===== config.mk =====
export PLATFORM = sky130hd
export DESIGN_NAME = mvcap_regs
export DESIGN_NICKNAME = d
export VERILOG_FILES = /design/src/mvcap_regs.v
export VERILOG_INCLUDE_DIRS = /design/src /design/src/src
export SDC_FILE = /design/constraint.sdc
export NUM_CORES = 1
export LEC_CHECK = 0
export BUFFER_PORTS_ARGS = -buffer_cell sky130_fd_sc_hd__buf_2
export CORE_MARGIN = 2
export CORE_UTILIZATION = 30
export DETAILED_ROUTE_END_ITERATION = 7
export GPL_TIMING_DRIVEN = 0
export PLACE_DENSITY = 0.56
export SETUP_SLACK_MARGIN = 0.2
export SLEW_MARGIN = 20
export SYNTH_ARGS = -nofsm -noshare
export SYNTH_HDL_FRONTEND = slang
export SYNTH_SLANG_ARGS = --single-unit

===== constraint.sdc =====
create_clock -name core_clk_i -period 2.3 [get_ports core_clk_i]
set_clock_uncertainty 0.15 [all_clocks]
set_input_delay 0.46 -clock core_clk_i [delete_from_list [all_inputs] [get_ports core_clk_i]]
set_output_delay 0.46 -clock core_clk_i [all_outputs]
set_load 0.02 [all_outputs]

===== src/mvcap_defines.vh =====
`ifndef MVCAP_DEFINES_VH
`define MVCAP_DEFINES_VH
// ==========================================================
// register byte offsets
`define MVCAP_OFS_MSI_CTRL      8'h8c
`define MVCAP_OFS_MSI_ADDR_LO   8'h90
`define MVCAP_OFS_MSI_ADDR_HI   8'h94
`define MVCAP_OFS_MSI_PAYLOAD   8'h98
`define MVCAP_OFS_PD_CTRL       8'h9c
`define MVCAP_OFS_PD_WINDOW     8'ha0
`define MVCAP_OFS_VEND_HDR      8'ha4
`define MVCAP_OFS_IRQ_STATUS    8'hf0
`define MVCAP_OFS_IRQ_MASK      8'hf4
// ==========================================================
// capability header constants
`define MVCAP_MSI_CAP_ID        8'h05
`define MVCAP_MSI_NEXT_PTR      8'ha4
`define MVCAP_PD_CAP_ID         8'h03
`define MVCAP_PD_NEXT_PTR       8'ha4
`define MVCAP_VEND_CAP_ID       8'h09
`define MVCAP_VEND_NEXT_PTR     8'hc4
`define MVCAP_VEND_LENGTH       16'h000c
// ==========================================================
// field positions
`define MVCAP_MSI_EN_BIT        16
`define MVCAP_MME_LSB           20
`define MVCAP_MME_MSB           22
`define MVCAP_WIDE_BIT          23
`define MVCAP_PD_ADDR_LSB       18
`define MVCAP_PD_ADDR_MSB       23
`define MVCAP_PD_DIR_BIT        31
// ==========================================================
// reset values
`define MVCAP_WIDE_RST          1'b1
`define MVCAP_ADDR_RST          32'h00000000
`define MVCAP_PAYLOAD_RST       16'h0000
`define MVCAP_PD_ADDR_RST       6'h00
`define MVCAP_PD_DIR_RST        1'b0
// ==========================================================
// interrupt status bits
`define MVCAP_IRQ_PD_DONE       0
`define MVCAP_IRQ_MSI_SENT      1
`endif


===== src/mvcap_regs.v =====
`timescale 1ns/10ps
`default_nettype none
`include "mvcap_defines.vh"

// Functional notes
// RULE1: with message enable clear, no message writes are issued.
// RULE2: with message enable set, only message writes; legacy pin held inactive.
// RULE3: wide-address-capable bit reads one from reset.
// RULE4: message address bits 31:2 writable, low two bits read zero.
// RULE5: upper address forms high half of message write address; resets zero.
// RULE6: each request becomes one memory write of programmed address and data; code holds one pending request, further ones merge into it.
// RULE7: message capability header lowest byte reads 05h.
// RULE8: message capability pointer byte reads A4h.
// RULE9: product-data capability lowest byte reads 03h.
// RULE10: product-data pointer byte reads A4h.
// RULE11: software sets 6-bit word address; device uses it for EEPROM cycle.
// RULE12: writing flag zero starts read; flag stays zero, sets on finish.
// RULE13: writing flag one starts write; flag stays one, clears on finish.
// RULE14: software polls flag for change before next access or data read.
// RULE15: data register read returns last word fetched from EEPROM.
// RULE16: data register write supplies word for next EEPROM write; code ignores data register writes made while a cycle is busy.
// RULE17: vendor capability lowest byte reads 09h.
// RULE18: vendor pointer byte reads C4h, the reset value.
// RULE19: vendor length field reads 000Ch.
module mvcap_regs (
  // clock and reset
  input  wire        core_clk_i,
  input  wire        rst_n_i,
  // register port
  input  wire [7:0]  reg_addr_i,
  input  wire [31:0] reg_wdata_i,
  input  wire        reg_wr_i,
  input  wire        reg_rd_i,
  output reg  [31:0] reg_rdata_o,
  // service request from function logic
  input  wire        svc_req_i,
  // message write request
  output reg         msg_wr_valid_o,
  output reg  [63:0] msg_wr_addr_o,
  output reg  [15:0] msg_wr_data_o,
  output reg         msg_wr_wide_o,
  input  wire        msg_wr_ready_i,
  // legacy interrupt pin, active low
  output reg         intx_n_o,
  // eeprom table port
  output reg         ee_req_o,
  output reg         ee_we_o,
  output reg  [5:0]  ee_addr_o,
  output reg  [31:0] ee_wdata_o,
  input  wire        ee_done_i,
  input  wire [31:0] ee_rdata_i,
  // interrupt
  output reg         irq_o
);

  // ========================================================
  // register state
  reg        msi_en_reg;
  reg [2:0]  mme_reg;
  reg [29:0] addr_lo_reg;
  reg [31:0] addr_hi_reg;
  reg [15:0] payload_reg;
  reg [5:0]  pd_addr_reg;
  reg        pd_dir_reg;
  reg        pd_busy_reg;
  reg [31:0] pd_rd_reg;
  reg [31:0] pd_wr_reg;
  reg [1:0]  irq_stat_reg;
  reg [1:0]  irq_mask_reg;
  reg        svc_pend_reg;

  wire       wide_cap = `MVCAP_WIDE_RST; // see RULE3

  function hit;
    input [7:0] a;
    input [7:0] ofs;
    begin
      hit = (a == ofs);
    end
  endfunction

  wire wr_ctrl  = reg_wr_i & hit(reg_addr_i, `MVCAP_OFS_MSI_CTRL);
  wire wr_lo    = reg_wr_i & hit(reg_addr_i, `MVCAP_OFS_MSI_ADDR_LO);
  wire wr_hi    = reg_wr_i & hit(reg_addr_i, `MVCAP_OFS_MSI_ADDR_HI);
  wire wr_pay   = reg_wr_i & hit(reg_addr_i, `MVCAP_OFS_MSI_PAYLOAD);
  wire wr_pd    = reg_wr_i & hit(reg_addr_i, `MVCAP_OFS_PD_CTRL);
  wire wr_win   = reg_wr_i & hit(reg_addr_i, `MVCAP_OFS_PD_WINDOW);
  wire wr_stat  = reg_wr_i & hit(reg_addr_i, `MVCAP_OFS_IRQ_STATUS);
  wire wr_mask  = reg_wr_i & hit(reg_addr_i, `MVCAP_OFS_IRQ_MASK);

  // a new cycle is only taken while idle; writes while busy are dropped
  wire pd_start = wr_pd & ~pd_busy_reg;
  wire pd_fin   = pd_busy_reg & ee_done_i;
  wire msg_acc  = msg_wr_valid_o & msg_wr_ready_i;

  // one event line per status bit, in status bit order
  wire [1:0] irq_evt = {msg_acc, pd_fin};

  // ========================================================
  // message capability registers
  always @(posedge core_clk_i or negedge rst_n_i) begin
    if (!rst_n_i) begin
      msi_en_reg  <= 1'b0;
      mme_reg     <= 3'h0;
      addr_lo_reg <= 30'h00000000;
      addr_hi_reg <= `MVCAP_ADDR_RST;
      payload_reg <= `MVCAP_PAYLOAD_RST;
    end else begin
      if (wr_ctrl) begin
        msi_en_reg <= reg_wdata_i[`MVCAP_MSI_EN_BIT];
        mme_reg    <= reg_wdata_i[`MVCAP_MME_MSB:`MVCAP_MME_LSB];
      end
      if (wr_lo)
        addr_lo_reg <= reg_wdata_i[31:2]; // see RULE4
      if (wr_hi)
        addr_hi_reg <= reg_wdata_i; // see RULE5
      if (wr_pay)
        payload_reg <= reg_wdata_i[15:0];
    end
  end

  // ========================================================
  // message write issue and legacy pin
  always @(posedge core_clk_i or negedge rst_n_i) begin
    if (!rst_n_i) begin
      svc_pend_reg   <= 1'b0;
      msg_wr_valid_o <= 1'b0;
      msg_wr_addr_o  <= 64'h0000000000000000;
      msg_wr_data_o  <= 16'h0000;
      msg_wr_wide_o  <= 1'b0;
      intx_n_o       <= 1'b1;
    end else begin
      // a request arriving while one is outstanding is held once more
      if (svc_req_i & msi_en_reg & msg_wr_valid_o & ~msg_acc)
        svc_pend_reg <= 1'b1;
      else if (~msg_wr_valid_o | msg_acc)
        svc_pend_reg <= 1'b0;
      if (msg_acc)
        msg_wr_valid_o <= 1'b0;
      if (msi_en_reg & (svc_req_i | svc_pend_reg) &
          (~msg_wr_valid_o | msg_acc)) begin // see RULE1
        msg_wr_valid_o <= 1'b1; // see RULE6
        msg_wr_addr_o  <= {(wide_cap ? addr_hi_reg : 32'h00000000),
                           addr_lo_reg, 2'b00}; // see RULE5
        msg_wr_data_o  <= payload_reg; // see RULE6
        msg_wr_wide_o  <= wide_cap & (addr_hi_reg != 32'h00000000);
      end
      // legacy pin follows the request only while messages are off
      intx_n_o <= ~(svc_req_i & ~msi_en_reg); // see RULE2
    end
  end

  // ========================================================
  // product-data address/flag and eeprom cycle
  always @(posedge core_clk_i or negedge rst_n_i) begin
    if (!rst_n_i) begin
      pd_addr_reg <= `MVCAP_PD_ADDR_RST;
      pd_dir_reg  <= `MVCAP_PD_DIR_RST;
      pd_busy_reg <= 1'b0;
      pd_rd_reg   <= 32'h00000000;
      pd_wr_reg   <= 32'h00000000;
      ee_req_o    <= 1'b0;
      ee_we_o     <= 1'b0;
      ee_addr_o   <= 6'h00;
      ee_wdata_o  <= 32'h00000000;
    end else begin
      if (wr_win & ~pd_busy_reg)
        pd_wr_reg <= reg_wdata_i; // see RULE16
      if (pd_start) begin
        pd_addr_reg <= reg_wdata_i[`MVCAP_PD_ADDR_MSB:`MVCAP_PD_ADDR_LSB];
        pd_dir_reg  <= reg_wdata_i[`MVCAP_PD_DIR_BIT]; // see RULE12
        pd_busy_reg <= 1'b1;
        ee_req_o    <= 1'b1;
        ee_we_o     <= reg_wdata_i[`MVCAP_PD_DIR_BIT]; // see RULE13
        ee_addr_o   <= reg_wdata_i[`MVCAP_PD_ADDR_MSB:`MVCAP_PD_ADDR_LSB];
        ee_wdata_o  <= pd_wr_reg; // see RULE16
      end else if (pd_fin) begin
        pd_busy_reg <= 1'b0;
        ee_req_o    <= 1'b0;
        pd_dir_reg  <= ~pd_dir_reg; // see RULE12 see RULE13
        if (~pd_dir_reg)
          pd_rd_reg <= ee_rdata_i; // see RULE15
      end
    end
  end

  // ========================================================
  // interrupt status bits, one sticky flop each
  genvar g;
  generate
    for (g = 0; g < 2; g = g + 1) begin : g_stat
      always @(posedge core_clk_i or negedge rst_n_i) begin
        if (!rst_n_i) begin
          irq_stat_reg[g] <= 1'b0;
        end else if (irq_evt[g]) begin
          // set wins over a write-one clear in the same cycle
          irq_stat_reg[g] <= 1'b1;
        end else if (wr_stat & reg_wdata_i[g]) begin
          irq_stat_reg[g] <= 1'b0;
        end
      end
    end
  endgenerate

  // ========================================================
  // interrupt mask and level output
  always @(posedge core_clk_i or negedge rst_n_i) begin
    if (!rst_n_i) begin
      irq_mask_reg <= 2'b00;
      irq_o        <= 1'b0;
    end else begin
      if (wr_mask)
        irq_mask_reg <= reg_wdata_i[1:0];
      irq_o <= |(irq_stat_reg & irq_mask_reg);
    end
  end

  // ========================================================
  // read path
  always @(posedge core_clk_i or negedge rst_n_i) begin
    if (!rst_n_i) begin
      reg_rdata_o <= 32'h00000000;
    end else if (reg_rd_i) begin
      case (reg_addr_i)
        `MVCAP_OFS_MSI_CTRL:
          reg_rdata_o <= {8'h00, wide_cap, mme_reg, 3'b000, msi_en_reg,
                          `MVCAP_MSI_NEXT_PTR, `MVCAP_MSI_CAP_ID};
                          // see RULE7 see RULE8 see RULE3
        `MVCAP_OFS_MSI_ADDR_LO:
          reg_rdata_o <= {addr_lo_reg, 2'b00}; // see RULE4
        `MVCAP_OFS_MSI_ADDR_HI:
          reg_rdata_o <= addr_hi_reg;
        `MVCAP_OFS_MSI_PAYLOAD:
          reg_rdata_o <= {16'h0000, payload_reg};
        `MVCAP_OFS_PD_CTRL:
          reg_rdata_o <= {pd_dir_reg, 7'h00, pd_addr_reg, 2'b00,
                          `MVCAP_PD_NEXT_PTR, `MVCAP_PD_CAP_ID};
                          // see RULE9 see RULE10
        `MVCAP_OFS_PD_WINDOW:
          reg_rdata_o <= pd_rd_reg; // see RULE15
        `MVCAP_OFS_VEND_HDR:
          reg_rdata_o <= {`MVCAP_VEND_LENGTH, `MVCAP_VEND_NEXT_PTR,
                          `MVCAP_VEND_CAP_ID};
                          // see RULE17 see RULE18 see RULE19
        `MVCAP_OFS_IRQ_STATUS:
          reg_rdata_o <= {30'h00000000, irq_stat_reg};
        `MVCAP_OFS_IRQ_MASK:
          reg_rdata_o <= {30'h00000000, irq_mask_reg};
        default:
          reg_rdata_o <= 32'h00000000;
      endcase
    end else begin
      reg_rdata_o <= 32'h00000000;
    end
  end

endmodule // mvcap_regs
`default_nettype wire


==> impl_metrics.ini <==
[outcome]
outcome = complete, no violations

[clock_tree]
clockBufferDepth = 3
cts_root_buf = clkbuf_16
cts_sinks = 306
h-tree-depth = 2
cts_tree = yes
clk_pin_slew_ps = 60
cts_made_buffers = 36
clk_latency_ps = 540

[place]
gp_congestion = 0.8337
placed_cell_area_mm2 = 0.01469
dp_hpwl_um = 28280
numPortBuffers = 230
dp_cells = 1623

[drt]
post-route-drc-count = 0
finalWirelength_um = 39920
first_iter_violations = 613
antenna_left = 0
wire_per_inst_um = 23.40
viasPerCell = 4.911
via_count = 8378
drt-pass1-iter-count = 4

[timing]
timing.final.crit_period_ps = 2070
finalCritPeriodShare = 0.9000
slew_headroom = 0.5259
worstMarginPinSlew_ps = 711.2
rsz0062_at_grt = true
drv_slew = 0
fmax_mhz = 483.1
hold_violations = 0
setup_viol = 0

[final_layout]
largest-register = msg_wr_addr_o
nets = 1219
finalInstanceArea_mm2 = 0.01613
layout_common_cells = 305 x dfrtp_1, 253 x buf_2, 205 x mux2_2
synthToLayoutAreaGrowth_pct = 26.35
largest_reg_flops = 62
layout_commonest_cell = dfrtp_1
instances_no_fill = 1706
drive_gt1_frac = 0.5386

[worst_setup_path]
worstPathArrival_ps = 2290
rr_endpoint = msg_wr_addr_o[13]$_DFFE_PN0P_
end_kind = register
crit_start = reg_addr_i[5]
cp.required_ps = 2520
rr_worst_depth = 5
critPathKind = input port to register
crit_path_end = reg_rdata_o[1]$_DFF_PN0_
rr_startpoint = msi_en_reg$_DFFE_PN0P_
cp-start-kind = input port
r2r_slack_ps = 270
crit_path_max_fanout = 10

[power]
total_power_mw = 12.56
cellPowerDensity_mw_per_mm2 = 778.7
peakVddDrop_v = 0.0004361
leakage_nw = 8.474

[die]
io_pins = 235
dieArea_mm2 = 0.04423
row_count = 75
design.core.area_mm2 = 0.04195
start_util = 0.3044
die_x_um = 210.3
dieHeight_um = 210.3

[yosys]
ys_seq_area_frac = 0.5998
synth_cells = 850
synth_edf_count = 0
synthArstFlopShare = 1.000
synth_top_area_cell = dfrtp_1
synth_top_area_frac = 0.5977
syn_area_per_cell_um2 = 15.02
synth.distinct_cells = 57
ys.warnings.count = 0
synth_flop_cell = dfrtp_1
ys_seq_elements = 306
synth.top_cells.by_area = dfrtp_1 60%, mux2_2 18%, mux2_4 7.1%
syn_area_mm2 = 0.01277

[min_path]
hold_class = input port to register

[global_route]
grt_pass1_wl_um = 58900
grt.overflow.total = 0
track_usage = 0.1824
grt_max_degree = 90
antenna_found_initial = 1
grt_pass1_vias = 8685

[run]
max_cap_viol_count = 0
cells in the mapped netlist, types with 2 or more instances:
library cell,count
a31oi_1,4
dfrtp_1,305
a222oi_1,3
a21boi_0,3
nand2_1,17
buf_2,26
a21o_1,3
a21oi_1,26
nand3_2,2
inv_1,2
o21ai_0,4
or4_1,4
buf_1,2
and3_1,2
nand2_4,2
nor2_1,10
mux2i_1,16
a22o_1,15
buf_6,6
or3_1,2
o2bb2ai_1,12
clkbuf_1,17
nor2b_1,9
nor4_1,12
nand3_1,6
nand2b_1,4
nor3_1,2
a22oi_1,23
nand4_1,3
and2_1,4
a32oi_1,3
mux2_2,205
buf_4,6
mux2_4,60
nor3b_1,3
a221oi_1,6
worst max-delay path, stage by stage:
cell and delay (ps):
buf_2 110, clkbuf_2 180, nor2_2 290, and4b_1 230, buf_2 220, o21ai_4 140
buf_2 250, a32oi_1 410
metrics by stage:
stage / setup slack, ps / TNS [ps] / util / hold WS (ps)
2_1_floorplan: 263.2 / 0 / - / 14.41
3_3_place_gp: -5365 / -1683380 / 0.3480 / 319.7
3_5_place_dp: -503.6 / -59080 / 0.3502 / 302.3
4_1_cts: 205.6 / 0 / 0.3840 / 0.7588
5_1_grt: 120.6 / 0 / 0.3845 / 8.813
6_report: 230.1 / 0 / 0.3846 / 23.03
worst min-delay path by stage:
stage	to	startpoint	cells past startpoint	slack [ps]
floorplan	addr_hi_reg[0]$_DFFE_PN0P_	rst_n_i	0	10
global placement	svc_pend_reg$_DFFE_PN0P_	svc_pend_reg$_DFFE_PN0P_	2	320
finish	pd_rd_reg[30]$_DFFE_PN0P_	ee_rdata_i[30]	2	20
global route	pd_rd_reg[24]$_DFFE_PN0P_	ee_rdata_i[24]	2	9
detailed placement	ee_wdata_o[1]$_DFFE_PN0N_	rst_n_i	1	300
CTS	pd_rd_reg[24]$_DFFE_PN0P_	ee_rdata_i[24]	2	0.8
per-layer routing:
| layer | vias to the layer above | track usage | part of all wire |
|---|---|---|---|
| met4 | 0 | 0.04402 | 0.019 |
| li1 | 3707 | - | - |
| met3 | 54 | 0.04485 | 0.068 |
| met2 | 271 | 0.2875 | 0.46 |
| met5 | - | 0 | 0 |
| met1 | 4346 | 0.2528 | 0.45 |
cell families after synthesis:
kind of cell,synth area share
flops,0.5998
mux,0.2639
compound gates,0.06281
simple gates,0.04802
buf+inv,0.02518
other cells,0.0002937
repair_timing:
action / CTS / global route
setup buffers: 4 / 0
hold buffers: 14 / 0
endpoints found under the hold margin: 80 / 0
pin swaps: 2 / 0
endpoints found under the setup margin: 127 / 142
gates resized for setup: 14 / 16
report_power, final:
part	internal [mW]	switching, mW	total [mW]
Combinational	0.406	0.528	0.934
Clock	3.57	2.28	5.85
Sequential	5.61	0.170	5.78
layout make-up:
cell class | count | area (um2)
antenna | 1 | 2.502
buffer | 57 | 347.8
clock buffer | 55 | 1114
clock inverter | 9 | 108.9
fill | 4011 | 25810
inverter | 2 | 7.507
multi-input combinational | 486 | 4801
sequential | 306 | 7659
tap | 539 | 674.4
timing repair buffer | 251 | 1419
(Power assumes the default switching activity.)
